**config.mk**
```make
export PLATFORM = sky130hd
export DESIGN_NAME = pnsg_top
export DESIGN_NICKNAME = d
export VERILOG_FILES = /design/src/inc/pnsg_pkg.sv /design/src/design/pnsg_top.sv /design/src/design/pnsg_lfsr.sv /design/src/design/pnsg_buf.sv
export VERILOG_INCLUDE_DIRS = /design/src /design/src/inc
export SDC_FILE = /design/constraint.sdc
export NUM_CORES = 1
export LEC_CHECK = 0
export BUFFER_PORTS_ARGS = -buffer_cell sky130_fd_sc_hd__buf_2
export CAP_MARGIN = 15
export CORE_MARGIN = 2
export CORE_UTILIZATION = 50
export CTS_CLUSTER_DIAMETER = 60
export CTS_CLUSTER_SIZE = 30
export DETAILED_ROUTE_END_ITERATION = 8
export PLACE_DENSITY = 0.68
export SYNTH_ARGS = -nofsm -noshare
export SYNTH_HDL_FRONTEND = slang
export SYNTH_HIERARCHICAL = 1
export SYNTH_SLANG_ARGS = --single-unit
```
**constraint.sdc**
```tcl
create_clock -name CLK_I -period 5.8 [get_ports CLK_I]
set_clock_uncertainty 0.2 [all_clocks]
set_input_delay 0.29 -clock CLK_I [delete_from_list [all_inputs] [get_ports CLK_I]]
set_output_delay 0.29 -clock CLK_I [all_outputs]
set_load 0.1 [all_outputs]
```
**src/inc/pnsg_defines.svh**
```systemverilog
`ifndef PNSG_DEFINES_SVH
`define PNSG_DEFINES_SVH

// system clock
`define PNSG_CLK_PERIOD_NS   100

// nominal oscillator and chip rates, in kHz
`define PNSG_OSC_LO_KHZ      144
`define PNSG_OSC_HI_KHZ      6000
`define PNSG_CHIP_KHZ        14100
`define PNSG_SINGLE_KBPS     216

// generator lengths
`define PNSG_LO_WIDTH        10
`define PNSG_HI_WIDTH        13
`define PNSG_CODE_WIDTH      11

// feedback tap masks, bit n-1 stands for stage n
`define PNSG_LO_TAPS         10'h240
`define PNSG_HI_TAPS         13'h100d
`define PNSG_CODE_TAPS       11'h500

// all generators load the all-zero state
`define PNSG_SEED_ZERO       1'b0

// chip clock counts as stopped after this quiet time
`define PNSG_CHIP_QUIET_NS   1000
`define PNSG_CHIP_QUIET_CYC  ((`PNSG_CHIP_QUIET_NS) / (`PNSG_CLK_PERIOD_NS))

// low-path stream buffer depth
`define PNSG_BUF_DEPTH       2

`endif

```
**src/inc/pnsg_pkg.sv**
```systemverilog
package pnsg_pkg;

    typedef enum logic {
        PNSG_MODE_DUAL,
        PNSG_MODE_SINGLE
    } pnsg_mode_t;

    typedef enum logic [1:0] {
        PNSG_CODE_HELD,
        PNSG_CODE_IDLE,
        PNSG_CODE_RUN
    } pnsg_code_state_t;

endpackage

```
**src/design/pnsg_top.sv**
```systemverilog
`timescale 1ns/1ps
`include "pnsg_defines.svh"

// Notes on behaviour
// - data generators step at oscillator over two, except low one while its buffer is full
// - oscillators run at twice the data rate
// - low-rate generator: 10-bit maximal LFSR
// - high-rate generator: 13-bit maximal LFSR
// - one shared reset zeroes both data generators
// - spreading generator: 11-bit, taps 9 and 11
// - separate reset initialises the spreading register
// - data channels spread by chips continuously
// - single-channel mode takes over low-rate path
module pnsg_top
    import pnsg_pkg::*;
#(
    parameter int LO_WIDTH   = `PNSG_LO_WIDTH,
    parameter int HI_WIDTH   = `PNSG_HI_WIDTH,
    parameter int CODE_WIDTH = `PNSG_CODE_WIDTH,
    parameter int BUF_DEPTH  = `PNSG_BUF_DEPTH
) (
    // clock and reset
    input  wire logic CLK_I,
    input  wire logic RST_B_I,
    // oscillator pins
    input  wire logic OSC_LO_I,
    input  wire logic OSC_HI_I,
    input  wire logic OSC_SINGLE_I,
    // chip clock pin
    input  wire logic CHIP_CLK_I,
    // operator switches
    input  wire logic DATA_RST_I,
    input  wire logic CODE_RST_I,
    input  wire logic SINGLE_MODE_I,
    // data and chip streams
    output logic      LO_DATA_O,
    output logic      HI_DATA_O,
    output logic      CHIP_O,
    output logic      LO_SPREAD_O,
    output logic      HI_SPREAD_O,
    // registered divided-clock data-rate references
    output logic      LO_REF_CLK_O,
    output logic      HI_REF_CLK_O,
    // word-start markers
    output logic      LO_EPOCH_O,
    output logic      HI_EPOCH_O,
    output logic      CODE_EPOCH_O,
    // status
    output logic      SINGLE_ACTIVE_O,
    output logic      CHIP_ACTIVE_O,
    output logic      LO_SLIP_O,
    // low-path stream
    output logic      LO_VALID_O,
    input  wire logic LO_READY_I,
    output logic      LO_BIT_O
);

    localparam int PIN_N = 7;
    localparam int QUIET_W = 8;
    localparam logic [QUIET_W-1:0] QUIET_CYC = QUIET_W'(`PNSG_CHIP_QUIET_CYC);

    logic [PIN_N-1:0] pin_raw;
    logic [PIN_N-1:0] pin_meta;
    logic [PIN_N-1:0] pin_sync;
    logic [3:0]       clk_last;
    logic             osc_lo_s;
    logic             osc_hi_s;
    logic             osc_single_s;
    logic             chip_clk_s;
    logic             data_rst_s;
    logic             code_rst_s;
    logic             single_s;
    pnsg_mode_t       mode;
    logic             lo_osc_rise;
    logic             hi_osc_rise;
    logic             chip_rise;
    logic             lo_div;
    logic             hi_div;
    logic             lo_tick;
    logic             hi_tick;
    logic             lo_step;
    logic [LO_WIDTH-1:0]   lo_state;
    logic [HI_WIDTH-1:0]   hi_state;
    logic [CODE_WIDTH-1:0] code_state;
    logic                  lo_bit;
    logic                  hi_bit;
    logic                  chip_bit;
    pnsg_code_state_t      code_fsm;
    pnsg_code_state_t      next_code_fsm;
    logic [QUIET_W-1:0]    quiet_cnt;
    logic                  buf_in_ready;
    logic                  buf_out_valid;
    logic                  buf_out_data;

    function automatic logic rise(input logic now, input logic last);
        return now && !last;
    endfunction

    assign pin_raw = {SINGLE_MODE_I, CODE_RST_I, DATA_RST_I,
                      CHIP_CLK_I, OSC_SINGLE_I, OSC_HI_I, OSC_LO_I};

    always_ff @(posedge CLK_I or negedge RST_B_I) begin
        if (!RST_B_I) begin
            pin_meta <= '0;
            pin_sync <= '0;
        end else begin
            pin_meta <= pin_raw;
            pin_sync <= pin_meta;
        end
    end

    assign osc_lo_s     = pin_sync[0];
    assign osc_hi_s     = pin_sync[1];
    assign osc_single_s = pin_sync[2];
    assign chip_clk_s   = pin_sync[3];
    assign data_rst_s   = pin_sync[4];
    assign code_rst_s   = pin_sync[5];
    assign single_s     = pin_sync[6];

    // previous levels of the clock-like pins for edge detection
    always_ff @(posedge CLK_I or negedge RST_B_I) begin
        if (!RST_B_I) begin
            clk_last <= '0;
        end else begin
            clk_last <= pin_sync[3:0];
        end
    end

    always_ff @(posedge CLK_I or negedge RST_B_I) begin
        if (!RST_B_I) begin
            mode            <= PNSG_MODE_DUAL;
            SINGLE_ACTIVE_O <= 1'b0;
        end else begin
            mode            <= single_s ? PNSG_MODE_SINGLE : PNSG_MODE_DUAL;
            SINGLE_ACTIVE_O <= (mode == PNSG_MODE_SINGLE);
        end
    end

    // low path is clocked by the single-channel oscillator in that mode
    assign lo_osc_rise = (mode == PNSG_MODE_SINGLE)
                       ? rise(osc_single_s, clk_last[2])
                       : rise(osc_lo_s, clk_last[0]);
    assign hi_osc_rise = rise(osc_hi_s, clk_last[1]);
    assign chip_rise   = rise(chip_clk_s, clk_last[3]);

    always_ff @(posedge CLK_I or negedge RST_B_I) begin
        if (!RST_B_I) begin
            lo_div <= 1'b0;
        end else if (data_rst_s) begin
            lo_div <= 1'b0;
        end else if (lo_osc_rise) begin
            lo_div <= !lo_div;
        end
    end

    always_ff @(posedge CLK_I or negedge RST_B_I) begin
        if (!RST_B_I) begin
            hi_div <= 1'b0;
        end else if (data_rst_s) begin
            hi_div <= 1'b0;
        end else if (hi_osc_rise) begin
            hi_div <= !hi_div;
        end
    end

    assign lo_tick = lo_osc_rise && lo_div;
    assign hi_tick = hi_osc_rise && hi_div;
    // a full buffer holds the low generator back
    assign lo_step = lo_tick && buf_in_ready;

    // divided clock goes out as the data-rate reference
    always_ff @(posedge CLK_I or negedge RST_B_I) begin
        if (!RST_B_I) begin
            LO_REF_CLK_O <= 1'b0;
            HI_REF_CLK_O <= 1'b0;
        end else begin
            LO_REF_CLK_O <= lo_div;
            HI_REF_CLK_O <= hi_div;
        end
    end

    pnsg_lfsr #(
        .WIDTH (LO_WIDTH),
        .TAPS  (LO_WIDTH'(`PNSG_LO_TAPS))
    ) u_lo_gen (
        .clk_i   (CLK_I),
        .rst_b_i (RST_B_I),
        .load_i  (data_rst_s),
        .step_i  (lo_step),
        .state_o (lo_state)
    );

    pnsg_lfsr #(
        .WIDTH (HI_WIDTH),
        .TAPS  (HI_WIDTH'(`PNSG_HI_TAPS))
    ) u_hi_gen (
        .clk_i   (CLK_I),
        .rst_b_i (RST_B_I),
        .load_i  (data_rst_s),
        .step_i  (hi_tick),
        .state_o (hi_state)
    );

    pnsg_lfsr #(
        .WIDTH (CODE_WIDTH),
        .TAPS  (CODE_WIDTH'(`PNSG_CODE_TAPS))
    ) u_code_gen (
        .clk_i   (CLK_I),
        .rst_b_i (RST_B_I),
        .load_i  (code_rst_s),
        .step_i  (chip_rise && !code_rst_s),
        .state_o (code_state)
    );

    assign lo_bit   = lo_state[LO_WIDTH-1];
    assign hi_bit   = hi_state[HI_WIDTH-1];
    assign chip_bit = code_state[CODE_WIDTH-1];

    always_ff @(posedge CLK_I or negedge RST_B_I) begin
        if (!RST_B_I) begin
            LO_DATA_O <= 1'b0;
            HI_DATA_O <= 1'b0;
            CHIP_O    <= 1'b0;
        end else begin
            LO_DATA_O <= lo_bit;
            HI_DATA_O <= hi_bit;
            CHIP_O    <= chip_bit;
        end
    end

    // both data channels spread by the running chip stream
    always_ff @(posedge CLK_I or negedge RST_B_I) begin
        if (!RST_B_I) begin
            LO_SPREAD_O <= 1'b0;
            HI_SPREAD_O <= 1'b0;
        end else begin
            LO_SPREAD_O <= lo_bit ^ chip_bit;
            HI_SPREAD_O <= hi_bit ^ chip_bit;
        end
    end

    // one-cycle pulse when a generator passes through its start state
    always_ff @(posedge CLK_I or negedge RST_B_I) begin
        if (!RST_B_I) begin
            LO_EPOCH_O   <= 1'b0;
            HI_EPOCH_O   <= 1'b0;
            CODE_EPOCH_O <= 1'b0;
        end else begin
            LO_EPOCH_O   <= lo_step && (lo_state == '0);
            HI_EPOCH_O   <= hi_tick && (hi_state == '0);
            CODE_EPOCH_O <= chip_rise && !code_rst_s
                            && (code_state == '0);
        end
    end

    // sticky slip flag: a low-path step lost to a full buffer
    always_ff @(posedge CLK_I or negedge RST_B_I) begin
        if (!RST_B_I) begin
            LO_SLIP_O <= 1'b0;
        end else if (lo_tick && !buf_in_ready) begin
            LO_SLIP_O <= 1'b1;
        end else if (data_rst_s) begin
            LO_SLIP_O <= 1'b0;
        end
    end

    always_ff @(posedge CLK_I or negedge RST_B_I) begin
        if (!RST_B_I) begin
            quiet_cnt <= '0;
        end else if (chip_rise) begin
            quiet_cnt <= QUIET_CYC;
        end else if (quiet_cnt != '0) begin
            quiet_cnt <= quiet_cnt - 1'b1;
        end
    end

    always_comb begin
        next_code_fsm = code_fsm;
        case (code_fsm)
            PNSG_CODE_HELD: begin
                if (!code_rst_s) begin
                    next_code_fsm = PNSG_CODE_IDLE;
                end
            end
            PNSG_CODE_IDLE: begin
                if (code_rst_s) begin
                    next_code_fsm = PNSG_CODE_HELD;
                end else if (chip_rise) begin
                    next_code_fsm = PNSG_CODE_RUN;
                end
            end
            PNSG_CODE_RUN: begin
                if (code_rst_s) begin
                    next_code_fsm = PNSG_CODE_HELD;
                end else if (quiet_cnt == '0) begin
                    next_code_fsm = PNSG_CODE_IDLE;
                end
            end
            default: begin
                next_code_fsm = PNSG_CODE_HELD;
            end
        endcase
    end

    always_ff @(posedge CLK_I or negedge RST_B_I) begin
        if (!RST_B_I) begin
            code_fsm <= PNSG_CODE_HELD;
        end else begin
            code_fsm <= next_code_fsm;
        end
    end

    assign CHIP_ACTIVE_O = (code_fsm == PNSG_CODE_RUN);

    pnsg_buf #(
        .WIDTH (1),
        .DEPTH (BUF_DEPTH)
    ) u_lo_buf (
        .clk_i       (CLK_I),
        .rst_b_i     (RST_B_I),
        .flush_i     (data_rst_s),
        .in_valid_i  (lo_tick),
        .in_ready_o  (buf_in_ready),
        .in_data_i   (lo_bit),
        .out_valid_o (buf_out_valid),
        .out_ready_i (LO_READY_I),
        .out_data_o  (buf_out_data)
    );

    assign LO_VALID_O = buf_out_valid;
    assign LO_BIT_O   = buf_out_data;

endmodule // pnsg_top

```
**src/design/pnsg_lfsr.sv**
```systemverilog
`timescale 1ns/1ps
`include "pnsg_defines.svh"
module pnsg_lfsr #(
    parameter int          WIDTH = 10,
    parameter logic [WIDTH-1:0] TAPS = '0
) (
    // clock and reset
    input  wire logic             clk_i,
    input  wire logic             rst_b_i,
    // control
    input  wire logic             load_i,
    input  wire logic             step_i,
    // state
    output logic [WIDTH-1:0]      state_o
);

    logic fb;

    // xnor keeps all-zero inside the maximal sequence
    assign fb = ~(^(state_o & TAPS));

    always_ff @(posedge clk_i or negedge rst_b_i) begin
        if (!rst_b_i) begin
            state_o <= '0;
        end else if (load_i) begin
            state_o <= {WIDTH{`PNSG_SEED_ZERO}};
        end else if (step_i) begin
            state_o <= {state_o[WIDTH-2:0], fb};
        end
    end

endmodule // pnsg_lfsr

```
**src/design/pnsg_buf.sv**
```systemverilog
`timescale 1ns/1ps
module pnsg_buf #(
    parameter int WIDTH = 1,
    parameter int DEPTH = 2
) (
    // clock and reset
    input  wire logic             clk_i,
    input  wire logic             rst_b_i,
    input  wire logic             flush_i,
    // fill side
    input  wire logic             in_valid_i,
    output logic                  in_ready_o,
    input  wire logic [WIDTH-1:0] in_data_i,
    // drain side
    output logic                  out_valid_o,
    input  wire logic             out_ready_i,
    output logic [WIDTH-1:0]      out_data_o
);

    localparam int AW = (DEPTH > 1) ? $clog2(DEPTH) : 1;

    logic [WIDTH-1:0] mem [DEPTH];
    logic [AW-1:0]    wr_ptr;
    logic [AW-1:0]    rd_ptr;
    logic [AW:0]      count;
    logic             push;
    logic             pop;

    assign in_ready_o  = (count != (AW+1)'(DEPTH));
    assign out_valid_o = (count != '0);
    // an empty buffer shows zero, never stale or unset storage
    assign out_data_o  = out_valid_o ? mem[rd_ptr] : '0;
    assign push        = in_valid_i && in_ready_o;
    assign pop         = out_valid_o && out_ready_i;

    function automatic logic [AW-1:0] nxt(input logic [AW-1:0] p);
        return (p == AW'(DEPTH - 1)) ? '0 : p + 1'b1;
    endfunction

    always_ff @(posedge clk_i) begin
        if (push) begin
            mem[wr_ptr] <= in_data_i;
        end
    end

    always_ff @(posedge clk_i or negedge rst_b_i) begin
        if (!rst_b_i) begin
            wr_ptr <= '0;
            rd_ptr <= '0;
            count  <= '0;
        end else if (flush_i) begin
            wr_ptr <= '0;
            rd_ptr <= '0;
            count  <= '0;
        end else begin
            if (push) begin
                wr_ptr <= nxt(wr_ptr);
            end
            if (pop) begin
                rd_ptr <= nxt(rd_ptr);
            end
            if (push && !pop) begin
                count <= count + 1'b1;
            end else if (pop && !push) begin
                count <= count - 1'b1;
            end
        end
    end

endmodule // pnsg_buf

```
# --- Word level (Yosys, flattened, before mapping) ---
# Memories as Yosys holds them, arrays and structs flattened.
# Index checks and enable logic that the tools add are counted.
totals:
  mem_bits_ro: 0
  regBits: 81
  memories: 1
  mem_bits_rw: 2
  output_inout_bits: 15
  latch_bits: 0
memory_table:
  columns: ["name", "depth", "word_bits", "read_ports", "rd_clocked_by_memory_dff", "wr", "line_no", "source"]
  rows:
  - ["u_lo_buf.mem", 2, 1, 1, 0, 1, "pnsg_buf.sv:22", "logic [WIDTH-1:0] mem [DEPTH];"]
classes:
  div_mod_pow: 0
  mul: 0
  eq_ne: 6
  bitwise: 5
  addsub: 5
  mux: 34
  n_shift: 0
  n_reduce_logical: 45
  n_lt_le_gt_ge: 0
ops:
  columns: ["op", "n"]
  rows:
  - ["2-to-1 mux 13 bit", 2]
  - ["2-to-1 mux 11 bit", 2]
  - ["2-to-1 mux 10 bit", 2]
  - ["nonzero test 2 bit", 9]
  - ["2-to-1 mux 1 bit", 17]
  - ["2-to-1 mux 2 bit", 8]
  - ["2-to-1 mux 8 bit", 2]
  - ["logical AND 1 bit", 15]
  - ["logical NOT 13 bit", 1]
  - ["XOR reduction 13 bit", 1]
  - ["logical NOT 11 bit", 1]
  - ["XOR reduction 11 bit", 1]
  - ["logical NOT 1 bit", 10]
  - ["logical NOT 10 bit", 1]
  - ["XOR reduction 10 bit", 1]
  - ["logical NOT 8 bit", 1]
  - ["nonzero test 8 bit", 1]
  - ["subtractor 8 x 1 -> 8 bit, second input constant", 1]
  - ["case mux 2 bit (3 select lines)", 1]
  - ["!= test 2 bit, second input constant", 2]
  - ["!= test 3 x 1 -> 1 bit, second input constant", 1]
  - ["!= test 3 bit, second input constant", 1]
  - ["inverter 1 bit", 3]
  - ["AND reduction 3 bit", 1]
  - ["other kinds (8)", 10]

# --- Depth between registers and ports, before layout ---
# Gate-level depths: netlist of the first run.
depth:
  word_depth: 10
  mapped_depth: 6
  ltp_nobuf: 5

# --- Modules after synthesis ---
# The synthesis of the first run kept the hierarchy.
by_module_without_submodules:
  columns: ["mod", "instances", "area_each_um2", "cells_each"]
  rows:
  - ["pnsg_top", 1, 1564.0, 119]
  - ["pnsg_lfsr (u_hi_gen)", 1, 549.3, 46]
  - ["pnsg_lfsr (u_code_gen)", 1, 459.2, 37]
  - ["pnsg_lfsr (u_lo_gen)", 1, 425.4, 34]
  - ["pnsg_buf", 1, 314.1, 30]

# --- Worst setup path after synthesis of the first run ---
# OpenSTA, ideal clock, no wires.
synth_path:
  kind: "reg2reg"
  startpoint: "register code_fsm[0]"
  endpoint: "register code_fsm[1]"
  t_required_ns: 5.522
  arrival_ns: 2.178
  setup_slack_ns: 3.345
  n_path_buf: 0
  path_stages_with_launch: 4
  path_cell_list: "dfrtp_1 nor2b_1 o21ai_0 a21oi_1"
synth_between:
  elab_chain_len: 3
  elab_cells_between_ends: 8
  cone_classes: "eq/ne: 5; mux: 1; reduce/logical: 2"
synth_rtl:
  columns: ["element", "line_no", "source"]
  rows:
  - ["start: declaration", "pnsg_top.sv:88", "pnsg_code_state_t code_fsm;"]
  - ["start signal: assignment", "pnsg_top.sv:309", "code_fsm <= next_code_fsm;"]
  - ["equality test 2 bit (*)", null, null]
  - ["net CHIP_ACTIVE_O", "pnsg_top.sv:50", "output logic CHIP_ACTIVE_O,"]
  - ["!= test 3 x 1 -> 1 bit (no line)", null, null]
  - ["AND reduction 3 bit (no line)", null, null]
# Mark *: on every way through the listed nets, which the timed path passes. The rest lies on a longest branch.
# A chain may end at the register's enable or synchronous reset.

# --- Final worst setup path of the first run ---
layout_path:
  startpoint: "register pin_sync[5]"
  endpoint: "register u_code_gen.state_o[0]"
layout_between:
  elab_chain_len: 3
  elab_cells_between_ends: 4
  cone_classes: "mux: 1; reduce/logical: 3"
layout_rtl:
  columns: ["element", "line_no", "source"]
  rows:
  - ["start: declaration", "pnsg_top.sv:64", "logic [PIN_N-1:0] pin_sync;"]
  - ["start signal: assignment", "pnsg_top.sv:108", "pin_sync <= pin_meta;"]
  - ["logical NOT 1 bit", null, null]
  - ["logical AND 1 bit", "pnsg_top.sv:211", ".step_i (chip_rise && !code_rst_s),"]
  - ["nonzero test 2 bit (no line)", null, null]
  - ["end signal: assignment", "pnsg_lfsr.sv:26", "state_o <= {WIDTH{`PNSG_SEED_ZERO}};"]
  - ["end signal: assignment", "pnsg_lfsr.sv:28", "state_o <= {state_o[WIDTH-2:0], fb};"]
  - ["end: declaration", "pnsg_lfsr.sv:14", "output logic [WIDTH-1:0] state_o"]
# Parallel ways exist; a longest one is shown, timed or not.

==> metrics.yaml, run 1 <==
sta:
  slew_viol_final: 0
  fmax_mhz: 450
  rsz0062_at_grt: "false"
  finalHoldViolations: 0
  holdWs_ns: 0.0903
  tightest_slew_ns: 1.11
  fin_tns_setup_ns: 0
  fin_crit_sh_pct: 38.3
  period_minus_slack_ns: 2.22
  setup_violations: 0
  relSlewSlack_pct: 25.5
cts:
  cts.sinks: 83
  ctsResizeCount: 0
  clkLatencyLatePin_ns: 0.34
  post_cts_buffers: 0
  cts_buffer_depth: 2
  cts_tree: "done"
  htree_levels: 3
  cts_root_buf: "clkbuf_8"
  clkTransAtPathRegs_ns: 0.08
  cts_hold_buf: 8
  cts_inserted_buffers: 9
route:
  dr_wl_met3_um: 217
  drtIter0Drc: 109
  dr_total_vias: 2069
  drt-met1-wl_mm: 2.59
  firstDrtPassIters: 4
  drt-vias-per-instance: 5.42
  wl_met2_mm: 2.52
  wirelength_mm: 5.39
  dr.max_layer_used: "met4"
  post_drt_wl_per_cell_um: 14.1
  final_antenna_net_count: 0
  route.detailed.drc: 0
synth:
  synthDistinctLibCells: 50
  yosysSeqAreaShare_pct: 63.0
  synth.cell_area_um2: 3310
  syn_avg_cell_area_um2: 12.5
  syn_inst: 266
  yosys_warnings: 6
  synth-edff-count: 2
  ys_seq_elements: 83
  ys.flop_type: "dfrtp_1"
  postSynth.asyncResetShare_pct: 97.6
  syn_nets: 277
floorplan:
  die-width_um: 85.4
  die_h_um: 85.4
  core_um2: 6390
  dieArea_um2: 7290
  io_pins: 25
  fp-row-count: 29
  start_util_pct: 51.9
global_routing:
  antenna_found_initial: 0
  grt_max_degree: 82
  grt_pass1_wl_mm: 9.07
  grt_pass1_vias: 1952
  overflow: 0
  grt_usage_pct: 16.0
power_and_ir_drop:
  finalPower_mw: 1.22
  peakVddDrop_v: 0.000199
  power.density_nw_per_um2: 326
  power.static_leakage_nw: 1.74
finish:
  diodes: 0
  syn2layout_area_growth_pct: 13.3
  fillCellCount: 530
  final_nets: 312
  layout-drive-gt1-share_pct: 15.1
placed_design:
  gp_congestion: 0.717
  port-buffer-count: 24
  dp_hpwl_mm: 3.35
run:
  maxCapViolations: 0
critical_path:
  rrSetupSlack_ns: 3.58
  critPathCaptureType: "flip-flop"
  cp-start-kind: "flip-flop"
  slowest_stage: "nor2_1"
  arrival_ns: 2.31
  path_cells: "nor2_1 > nor2b_2 > a22o_1"
  worst-path-max-fanout: 17
  max_stage_delay_ns: 0.94
  cp.required_ns: 5.88
  critical_path_class: "flip-flop to flip-flop"
worst_hold_path:
  hold_class: "input port to flip-flop"
status:
  outcome: "complete, no violations"
cell type report:
cell class                      count  area, µm²  area share, %
Sequential cell                    83       2090           55.6
Tap cell                           77       96.3           2.57
Timing Repair Buffer               33        210           5.60
Multi-Input combinational cell    167       1130           30.2
Clock buffer                       11        151           4.03
Clock inverter                      4       48.8           1.30
Inverter                            7       26.3          0.700
kinds of logic (layout without fill, tap and decap cells):
| kind of cell | after synthesis | after routing | share of synthesized area [%] |
|---|---|---|---|
| fa+ha+maj | 1 | 1 | 0.378 |
| flops | 83 | 83 | 63.0 |
| simple gates | 94 | 94 | 15.5 |
| buf+inv | 16 | 55 | 2.80 |
| compound gates | 31 | 31 | 6.16 |
| mux | 34 | 34 | 10.3 |
| xor+xnor | 7 | 7 | 1.85 |
layout by cell type, fill, tap and decap left out, drive strengths merged, types with 6 or more instances in the layout:
cell type	Yosys	routed
a21oi	12	12
inv	7	8
buf	7	25
clkbuf	2	11
dfrtp	81	81
nor2b	6	6
mux2i	33	33
nor2	40	40
nand2b	6	6
nor4	8	8
dlygate4sd3	0	8
routing by layer:
metal  up-vias  GRT usage [%]
met1      1028           21.0
met3         6           6.03
met5         -              0
li1       1005              -
met4         0           5.63
met2        30           24.6
Yosys cell counts, types with 2 or more instances:
library cell	number	area share [%]
a21o_1	2	0.45
a21oi_1	11	1.7
and4_1	2	0.53
buf_2	2	0.30
buf_4	2	0.45
buf_6	3	1.0
clkbuf_1	2	0.23
dfrtp_1	81	61
edfxtp_1	2	1.8
inv_1	7	0.79
mux2i_1	33	10
nand2_1	4	0.45
nand2b_1	5	0.94
nand3_1	2	0.30
nand3b_1	3	0.68
nand4b_1	2	0.53
nor2_1	40	4.5
nor2b_1	5	0.94
nor3_1	4	0.60
nor3b_1	3	0.68
nor4_1	8	1.5
o211ai_1	3	0.68
o21ai_0	3	0.45
o31ai_1	3	0.68
or3_1	2	0.38
or4_1	3	0.68
xnor2_1	3	0.79
xor2_1	4	1.1
final timing paths:
path                       depth (start not counted)                   from                                 to
hold reg to reg                                    0  pin_meta[0]$_DFF_PN0_              pin_sync[0]$_DFF_PN0_
min in group asynchronous                          2                RST_B_I        u_lo_buf/rd_ptr$_DFFE_PN0P_
hold / removal                                     3             LO_READY_I      u_lo_buf/count[1]$_DFFE_PN0P_
setup / recovery                                   3  pin_sync[5]$_DFF_PN0_  u_code_gen/state_o[0]$_DFFE_PN0P_
setup reg to reg                                   3  pin_sync[5]$_DFF_PN0_  u_code_gen/state_o[0]$_DFFE_PN0P_
max in group asynchronous                          2                RST_B_I  u_code_gen/state_o[8]$_DFFE_PN0P_
state kept, by name, indices dropped and copies added (netlist names), 2 cells and up:
| name | cells |
|---|---|
| clk_last | 4 |
| pin_meta | 7 |
| u_lo_gen/state_o | 10 |
| u_code_gen/state_o | 11 |
| code_fsm | 2 |
| quiet_cnt | 8 |
| pin_sync | 7 |
| u_hi_gen/state_o | 13 |
| u_lo_buf/mem | 2 |
| u_lo_buf/count | 2 |
stage by stage:
| stage | instance area [µm²] | std cells | worst slack (ns) | utilization, % |
|---|---|---|---|---|
| detailed placement | 3470 | 359 | 3.60 | 54.4 |
| finish | 3750 | 382 | 3.58 | 58.8 |
| CTS | 3750 | 382 | 3.58 | 58.8 |
| floorplan | 3310 | 266 | 3.34 | - |
| global route | 3750 | 382 | 3.47 | 58.8 |
| global placement | 3470 | 359 | 3.65 | 54.4 |
where the power goes:
group / switching [mW] / total [mW] / internal [mW] / leakage, nW
logic: 0.102 / 0.163 / 0.0611 / 0.554
registers: 0.0361 / 0.650 / 0.614 / 1.09
clock network: 0.190 / 0.410 / 0.220 / 0.102
worst max-delay path: cells and delay by family (launching register included):
family	cells	cell delay [ns]
AOI/OAI and AO/OA	1	0.14
DFF	1	0.58
and+or+nand+nor	2	1.24
No activity file was read; power rests on OpenSTA's default activity.
==> run 2: changes to the inputs <==
==> constraint.sdc (replaced) <==
create_clock -name CLK_I -period 2.2 [get_ports CLK_I]
set_clock_uncertainty 0.2 [all_clocks]
set_input_delay 0.11 -clock CLK_I [delete_from_list [all_inputs] [get_ports CLK_I]]
set_output_delay 0.11 -clock CLK_I [all_outputs]
set_load 0.1 [all_outputs]
==> run 2 against run 1 <==
  * Combinational power rose to 2.7 times the previous value
  * Maximum frequency up 9.2%
  * Clock-buffer cell count up 1
  * Largest power group unchanged
  * Sequential cell count unchanged
==> metrics.yaml, run 2 (synthesized netlist as in run 1, its figures left out) <==
status:
  outcome: "complete, no violations"  # unchanged
cts:
  cts_inserted_buffers: 9  # unchanged
  cts_root_buf: "clkbuf_8"  # unchanged
  clkLatencyLatePin_ns: 0.34  # about the same
  cts_buffer_depth: 2  # unchanged
  post_cts_buffers: 0  # unchanged
  htree_levels: 3  # unchanged
  ctsResizeCount: 0  # unchanged
  clkTransAtPathRegs_ns: 0.07  # was 0.08 ns
  cts.sinks: 83  # unchanged
  cts_tree: "done"  # unchanged
  cts_hold_buf: 9  # was 8
global_routing:
  grt_pass1_wl_mm: 9.89  # was 9.07 mm
  grt_usage_pct: 17.5  # was 16.0%
  antenna_found_initial: 0  # unchanged
  grt_max_degree: 45  # was 82
  overflow: 0  # unchanged
  grt_pass1_vias: 2087  # was 1952
sta:
  slew_viol_final: 0  # unchanged
  fin_crit_sh_pct: 92.6  # was 38.3%
  fmax_mhz: 491  # was 450 MHz
  rsz0062_at_grt: "false"  # unchanged
  setup_violations: 0  # unchanged
  relSlewSlack_pct: 63.0  # was 25.5%
  tightest_slew_ns: 0.550  # was 1.11 ns
  fin_tns_setup_ns: 0  # unchanged
  finalHoldViolations: 0  # unchanged
  holdWs_ns: 0.0609  # was 0.0903 ns
  period_minus_slack_ns: 2.04  # was 2.22 ns
critical_path:
  arrival_ns: 2.10  # was 2.31 ns
  critPathCaptureType: "flip-flop"  # unchanged
  cp-start-kind: "flip-flop"  # unchanged
  max_stage_delay_ns: 0.55  # was 0.94 ns
  path_cells: "inv_1 > ha_1 > or3b_2 > or3_1 > a21oi_1"  # was nor2_1 > nor2b_2 > a22o_1
  cp.buffers_inverters: 1  # was 0
  ff2ff_path_depth: 5  # was 3
  critical_path_class: "flip-flop to flip-flop"  # unchanged
  r2r-end: "quiet_cnt[4]$_DFFE_PN0P_"  # was u_code_gen/state_o[0]$_DFFE_PN0P_
  cp.required_ns: 2.27  # was 5.88 ns
  slowest_stage: "or3b_2"  # was nor2_1
  worstReg2RegStart: "quiet_cnt[0]$_DFFE_PN0P_"  # was pin_sync[5]$_DFF_PN0_
  worst-path-max-fanout: 7  # was 17
  cp_top_family: "simple AND/OR/NAND/NOR gates"  # unchanged
  rrSetupSlack_ns: 0.16  # was 3.58 ns
placed_design:
  dp_hpwl_mm: 3.67  # was 3.35 mm
  gp_congestion: 0.729  # was 0.717
  port-buffer-count: 24  # unchanged
worst_hold_path:
  hold_class: "input port to async pin"  # was input port to flip-flop
power_and_ir_drop:
  p_int_mw: 2.50  # was 0.895 mW
  peakVddDrop_v: 0.000633  # was 0.000199 V
  power.static_leakage_nw: 1.81  # was 1.74 nW
  power.density_nw_per_um2: 871  # was 326 nW/µm²
  seq_power_share_pct: 50.9  # was 53.2%
  netSwitchingPower_mw: 0.871  # was 0.328 mW
  p_sw_share_pct: 25.8  # was 26.8%
  p_comb_share_pct: 13.1  # was 13.3%
  clkPwrFrac_pct: 36.0  # was 33.5%
finish:
  layout-drive-gt1-share_pct: 17.1  # was 15.1%
  largest_reg_flops: 13  # unchanged
  largest-register: "u_hi_gen/state_o"  # unchanged
  final_nets: 322  # was 312
  layout_common_cells: "81 x dfrtp_1, 40 x nor2_1, 33 x mux2i_1, 23 x buf_2, 11 x a21oi_1"  # was 81 x dfrtp_1, 40 x nor2_1, 33 x mux2i_1, 23 x buf_2
  biggestRegsByFlops: "u_hi_gen/state_o x13, u_code_gen/state_o x11, u_lo_gen/state_o x10"  # unchanged
  syn2layout_area_growth_pct: 16.8  # was 13.3%
  fin_util_pct: 60.6  # was 58.8%
  fillCellCount: 542  # was 530
  final_common_cell: "dfrtp_1"  # unchanged
  diodes: 0  # unchanged
floorplan:
  die-width_um: 85.4  # unchanged
  io_pins: 25  # unchanged
  core_um2: 6390  # unchanged
  start_util_pct: 51.9  # unchanged
  dieArea_um2: 7290  # unchanged
  die_h_um: 85.4  # unchanged
  fp-row-count: 29  # unchanged
route:
  dr_total_vias: 2113  # was 2069
  drt-vias-per-instance: 5.39  # was 5.42
  wirelength_mm: 5.58  # was 5.39 mm
  firstDrtPassIters: 4  # unchanged
  route.detailed.drc: 0  # unchanged
  drtIter0Drc: 160  # was 109
  final_antenna_net_count: 0  # unchanged
  post_drt_wl_per_cell_um: 14.2  # was 14.1 µm
run:
  maxCapViolations: 0  # unchanged
[run 2: changes by cell type in the layout (fill, tap and decap cells not counted), sizes merged]
cell	delta
bufinv	+1
clkbuf	+1
buf	+9
clkinvlp	-1
clkinv	-1
dlygate4sd3	+1
[run 2: power groups by stage]
stage / Combinational [mW] / Clock [mW] / Sequential [mW]
finish: 0.441 / 1.21 / 1.71
global route: 0.489 / 1.32 / 1.73
CTS: 0.445 / 1.25 / 1.71
detailed placement: 0.431 / 0 / 1.74
global placement: 0.424 / 0 / 1.73
floorplan: 0.276 / 0 / 1.76
[run 2: worst max path at each step]
stage / start / endpoint / slack [ns] / cells after the start
floorplan: u_lo_buf/count[1]$_DFFE_PN0P_ / LO_BIT_O / 0.13 / 2
global placement: quiet_cnt[0]$_DFFE_PN0P_ / quiet_cnt[4]$_DFFE_PN0P_ / 0.26 / 5
detailed placement: quiet_cnt[0]$_DFFE_PN0P_ / quiet_cnt[4]$_DFFE_PN0P_ / 0.20 / 5
CTS: quiet_cnt[0]$_DFFE_PN0P_ / quiet_cnt[4]$_DFFE_PN0P_ / 0.18 / 5
global route: quiet_cnt[0]$_DFFE_PN0P_ / quiet_cnt[4]$_DFFE_PN0P_ / 0.09 / 5
finish: quiet_cnt[0]$_DFFE_PN0P_ / quiet_cnt[4]$_DFFE_PN0P_ / 0.16 / 5
[run 2: through the flow]
stage                     power, mW  cells  cell area, µm²  setup WS [ns]
after floorplan                2.04    266            3310          0.132
after global placement         2.16    368            3550          0.260
after detailed placement       2.17    368            3550          0.198
after CTS                      3.40    392            3870          0.175
after global routing           3.54    392            3870         0.0903
final                          3.37    392            3870          0.164
[run 2: layout make-up]
class | instances | area (µm²) | area share (%)
clock buffer | 12 | 156 | 4.04
clock inverter | 3 | 68.8 | 1.78
inverter | 7 | 26.3 | 0.679
multi-input combinational | 167 | 1130 | 29.3
sequential | 83 | 2090 | 53.9
tap | 77 | 96.3 | 2.49
timing repair buffer | 43 | 300 | 7.76
[run 2: layer usage]
layer	up-vias	track usage, %	wire length, µm
met4	0	5.63	38
met5	-	0	0
met2	41	27.8	2670
li1	1024	-	-
met3	4	6.52	240
met1	1044	22.4	2630
==> run 3: changes to the inputs <==
==> constraint.sdc (replaced) <==
create_clock -name CLK_I -period 2 [get_ports CLK_I]
set_clock_uncertainty 0.2 [all_clocks]
set_input_delay 0.1 -clock CLK_I [delete_from_list [all_inputs] [get_ports CLK_I]]
set_output_delay 0.1 -clock CLK_I [all_outputs]
set_load 0.1 [all_outputs]
==> run 3 against run 2 <==
  * Final cell count grew 1.3%
  * Utilization shrank 0.20 points
  * Maximum frequency grew 7.3%
  * Clock-buffer cell count shrank 2
==> metrics.yaml, run 3 (synthesized netlist as in run 1, its figures left out) <==
status:
  outcome: "complete, no violations"  # unchanged
placed_design:
  placed_cell_area_um2: 3580  # was 3550 µm²
  dp_hpwl_mm: 3.67  # about the same
  gp_congestion: 0.737  # was 0.729
  port-buffer-count: 24  # unchanged
  post-place-cells: 373  # was 368
global_routing:
  grt_use_met2_pct: 25.2  # was 27.8%
  grt_usage_pct: 16.8  # was 17.5%
  globalRouteMet1Util_pct: 22.5  # was 22.4%
  overflow: 0  # unchanged
  grt_pass1_vias: 2082  # was 2087
  grt_max_degree: 43  # was 45
  grt_use_met3_pct: 4.18  # was 6.52%
  grt_pass1_wl_mm: 9.50  # was 9.89 mm
  grt.busiest_layer: "met2"  # unchanged
  antenna_found_initial: 0  # unchanged
run:
  maxCapViolations: 0  # unchanged
sta:
  slew_viol_final: 0  # unchanged
  finalHoldViolations: 0  # unchanged
  fmax_mhz: 527  # was 491 MHz
  rsz0062_at_grt: "false"  # unchanged
  fin_tns_setup_ns: 0  # unchanged
  relSlewSlack_pct: 65.8  # was 63.0%
  period_minus_slack_ns: 1.90  # was 2.04 ns
  tightest_slew_ns: 0.514  # was 0.550 ns
  fin_crit_sh_pct: 94.9  # was 92.6%
  setup_violations: 0  # unchanged
route:
  wirelength_mm: 5.46  # was 5.58 mm
  drtIter0Drc: 68  # was 160
  post_drt_wl_per_cell_um: 13.7  # was 14.2 µm
  firstDrtPassIters: 4  # unchanged
  route.detailed.drc: 0  # unchanged
  final_antenna_net_count: 0  # unchanged
  dr_total_vias: 2104  # was 2113
  drt-vias-per-instance: 5.30  # was 5.39
critical_path:
  cp.required_ns: 2.06  # was 2.27 ns
  critical_path_class: "flip-flop to flip-flop"  # unchanged
  arrival_ns: 1.96  # was 2.10 ns
  ff2ff_path_depth: 3  # was 5
  r2r-end: "quiet_cnt[7]$_DFFE_PN0P_"  # was quiet_cnt[4]$_DFFE_PN0P_
  cp-start-kind: "flip-flop"  # unchanged
  worstReg2RegStart: "quiet_cnt[0]$_DFFE_PN0P_"  # unchanged
  critPathCaptureType: "flip-flop"  # unchanged
  worst-path-max-fanout: 5  # was 7
  rrSetupSlack_ns: 0.10  # was 0.16 ns
floorplan:
  dieArea_um2: 7290  # unchanged
  start_util_pct: 51.9  # unchanged
  fp-row-count: 29  # unchanged
  die-width_um: 85.4  # unchanged
  io_pins: 25  # unchanged
  core_um2: 6390  # unchanged
  die_h_um: 85.4  # unchanged
finish:
  largest-register: "u_hi_gen/state_o"  # unchanged
  final_common_cell: "dfrtp_1"  # unchanged
  multi_input_area_um2: 1140  # was 1130 µm²
  final_cells: 397  # was 392
  syn2layout_area_growth_pct: 16.5  # was 16.8%
  stdcell_area_um2: 3860  # was 3870 µm²
  layout-drive-gt1-share_pct: 19.1  # was 17.1%
  diodes: 0  # unchanged
  biggestRegsByFlops: "u_hi_gen/state_o x13, u_code_gen/state_o x11, u_lo_gen/state_o x10"  # unchanged
  final_nets: 327  # was 322
  largest_reg_flops: 13  # unchanged
  regArea_um2: 2090  # unchanged
  layout_common_cells: "81 x dfrtp_1, 39 x nor2_1, 33 x mux2i_1, 23 x buf_2, 16 x buf_4"  # was 81 x dfrtp_1, 40 x nor2_1, 33 x mux2i_1, 23 x buf_2, 11 x a21oi_1
  fillCellCount: 526  # was 542
cts:
  post_cts_buffers: 0  # unchanged
  cts.sinks: 83  # unchanged
  cts_inserted_buffers: 9  # unchanged
  htree_levels: 3  # unchanged
  clkLatencyLatePin_ns: 0.34  # about the same
  cts_tree: "done"  # unchanged
  clkTransAtPathRegs_ns: 0.08  # was 0.07 ns
  cts_buffer_depth: 2  # unchanged
  cts_root_buf: "clkbuf_8"  # unchanged
power_and_ir_drop:
  power.static_leakage_nw: 1.80  # was 1.81 nW
  finalPower_mw: 3.55  # was 3.37 mW
  peakVddDrop_v: 0.000607  # was 0.000633 V
  power.density_nw_per_um2: 919  # was 871 nW/µm²
worst_hold_path:
  hold_class: "input port to async pin"  # unchanged
[run 3: cell count changes in the layout (fill, tap and decap cells not counted)]
cell / change
bufinv_16: -1
clkinvlp_4: +2
buf_4: +6
nor2_1: -1
buf_12: -1
nor2_2: +1
clkinv_2: +2
inv_6: -1
or3b_2: -1
clkbuf_1: -1
or3b_4: +1
clkbuf_16: -1
[run 3: where the power goes]
part	switching [mW]	leakage (nW)	internal (mW)	total [mW]
combinational	0.304	0.630	0.227	0.531
clock	0.564	0.0881	0.566	1.13
sequential	0.105	1.09	1.78	1.89
[run 3: critical path: stages (launching register included)]
cell     delay (ns)
dfrtp_1        0.41
or4_4          0.57
or4_1          0.51
a21oi_1        0.13
[run 3: through the flow]
stage               utilization, %  hold WS, ns  worst slack, ns
floorplan                        -       -0.396           0.0498
global route                  60.4        0.113           0.0592
CTS                           60.4       0.0831           0.0464
detailed placement            56.1      -0.0816           0.0680
global placement              56.1      -0.0834            0.109
finish                        60.4       0.0717            0.102
[run 3: area by class of cell]
cell class / instances / area share (%)
sequential: 83 / 54.1
multi-input combinational: 167 / 29.5
timing repair buffer: 48 / 8.43
clock buffer: 10 / 3.31
tap: 77 / 2.50
clock inverter: 5 / 1.43
inverter: 7 / 0.681
[run 3: metal layers]
layer  vias up  part of all wire (%)
met5         -                     0
met4         0                   2.3
met3        11                   3.4
met2        41                    45
met1      1020                    49
li1       1032                     -
[run 3: worst max path at each step]
stage	from	slack, ns	end	depth (start not counted)
floorplan	quiet_cnt[0]$_DFFE_PN0P_	0.05	quiet_cnt[4]$_DFFE_PN0P_	6
global placement	quiet_cnt[0]$_DFFE_PN0P_	0.11	quiet_cnt[4]$_DFFE_PN0P_	5
detailed placement	quiet_cnt[0]$_DFFE_PN0P_	0.07	quiet_cnt[4]$_DFFE_PN0P_	5
CTS	quiet_cnt[0]$_DFFE_PN0P_	0.05	quiet_cnt[4]$_DFFE_PN0P_	5
global route	quiet_cnt[0]$_DFFE_PN0P_	0.06	quiet_cnt[7]$_DFFE_PN0P_	3
finish	quiet_cnt[0]$_DFFE_PN0P_	0.10	quiet_cnt[7]$_DFFE_PN0P_	3
[run 3: timing repair]
action	in CTS	in global routing
hold endpoints to repair	72	0
hold buffers	9	0
gates resized for setup	0	1
endpoints found under the setup margin	0	1
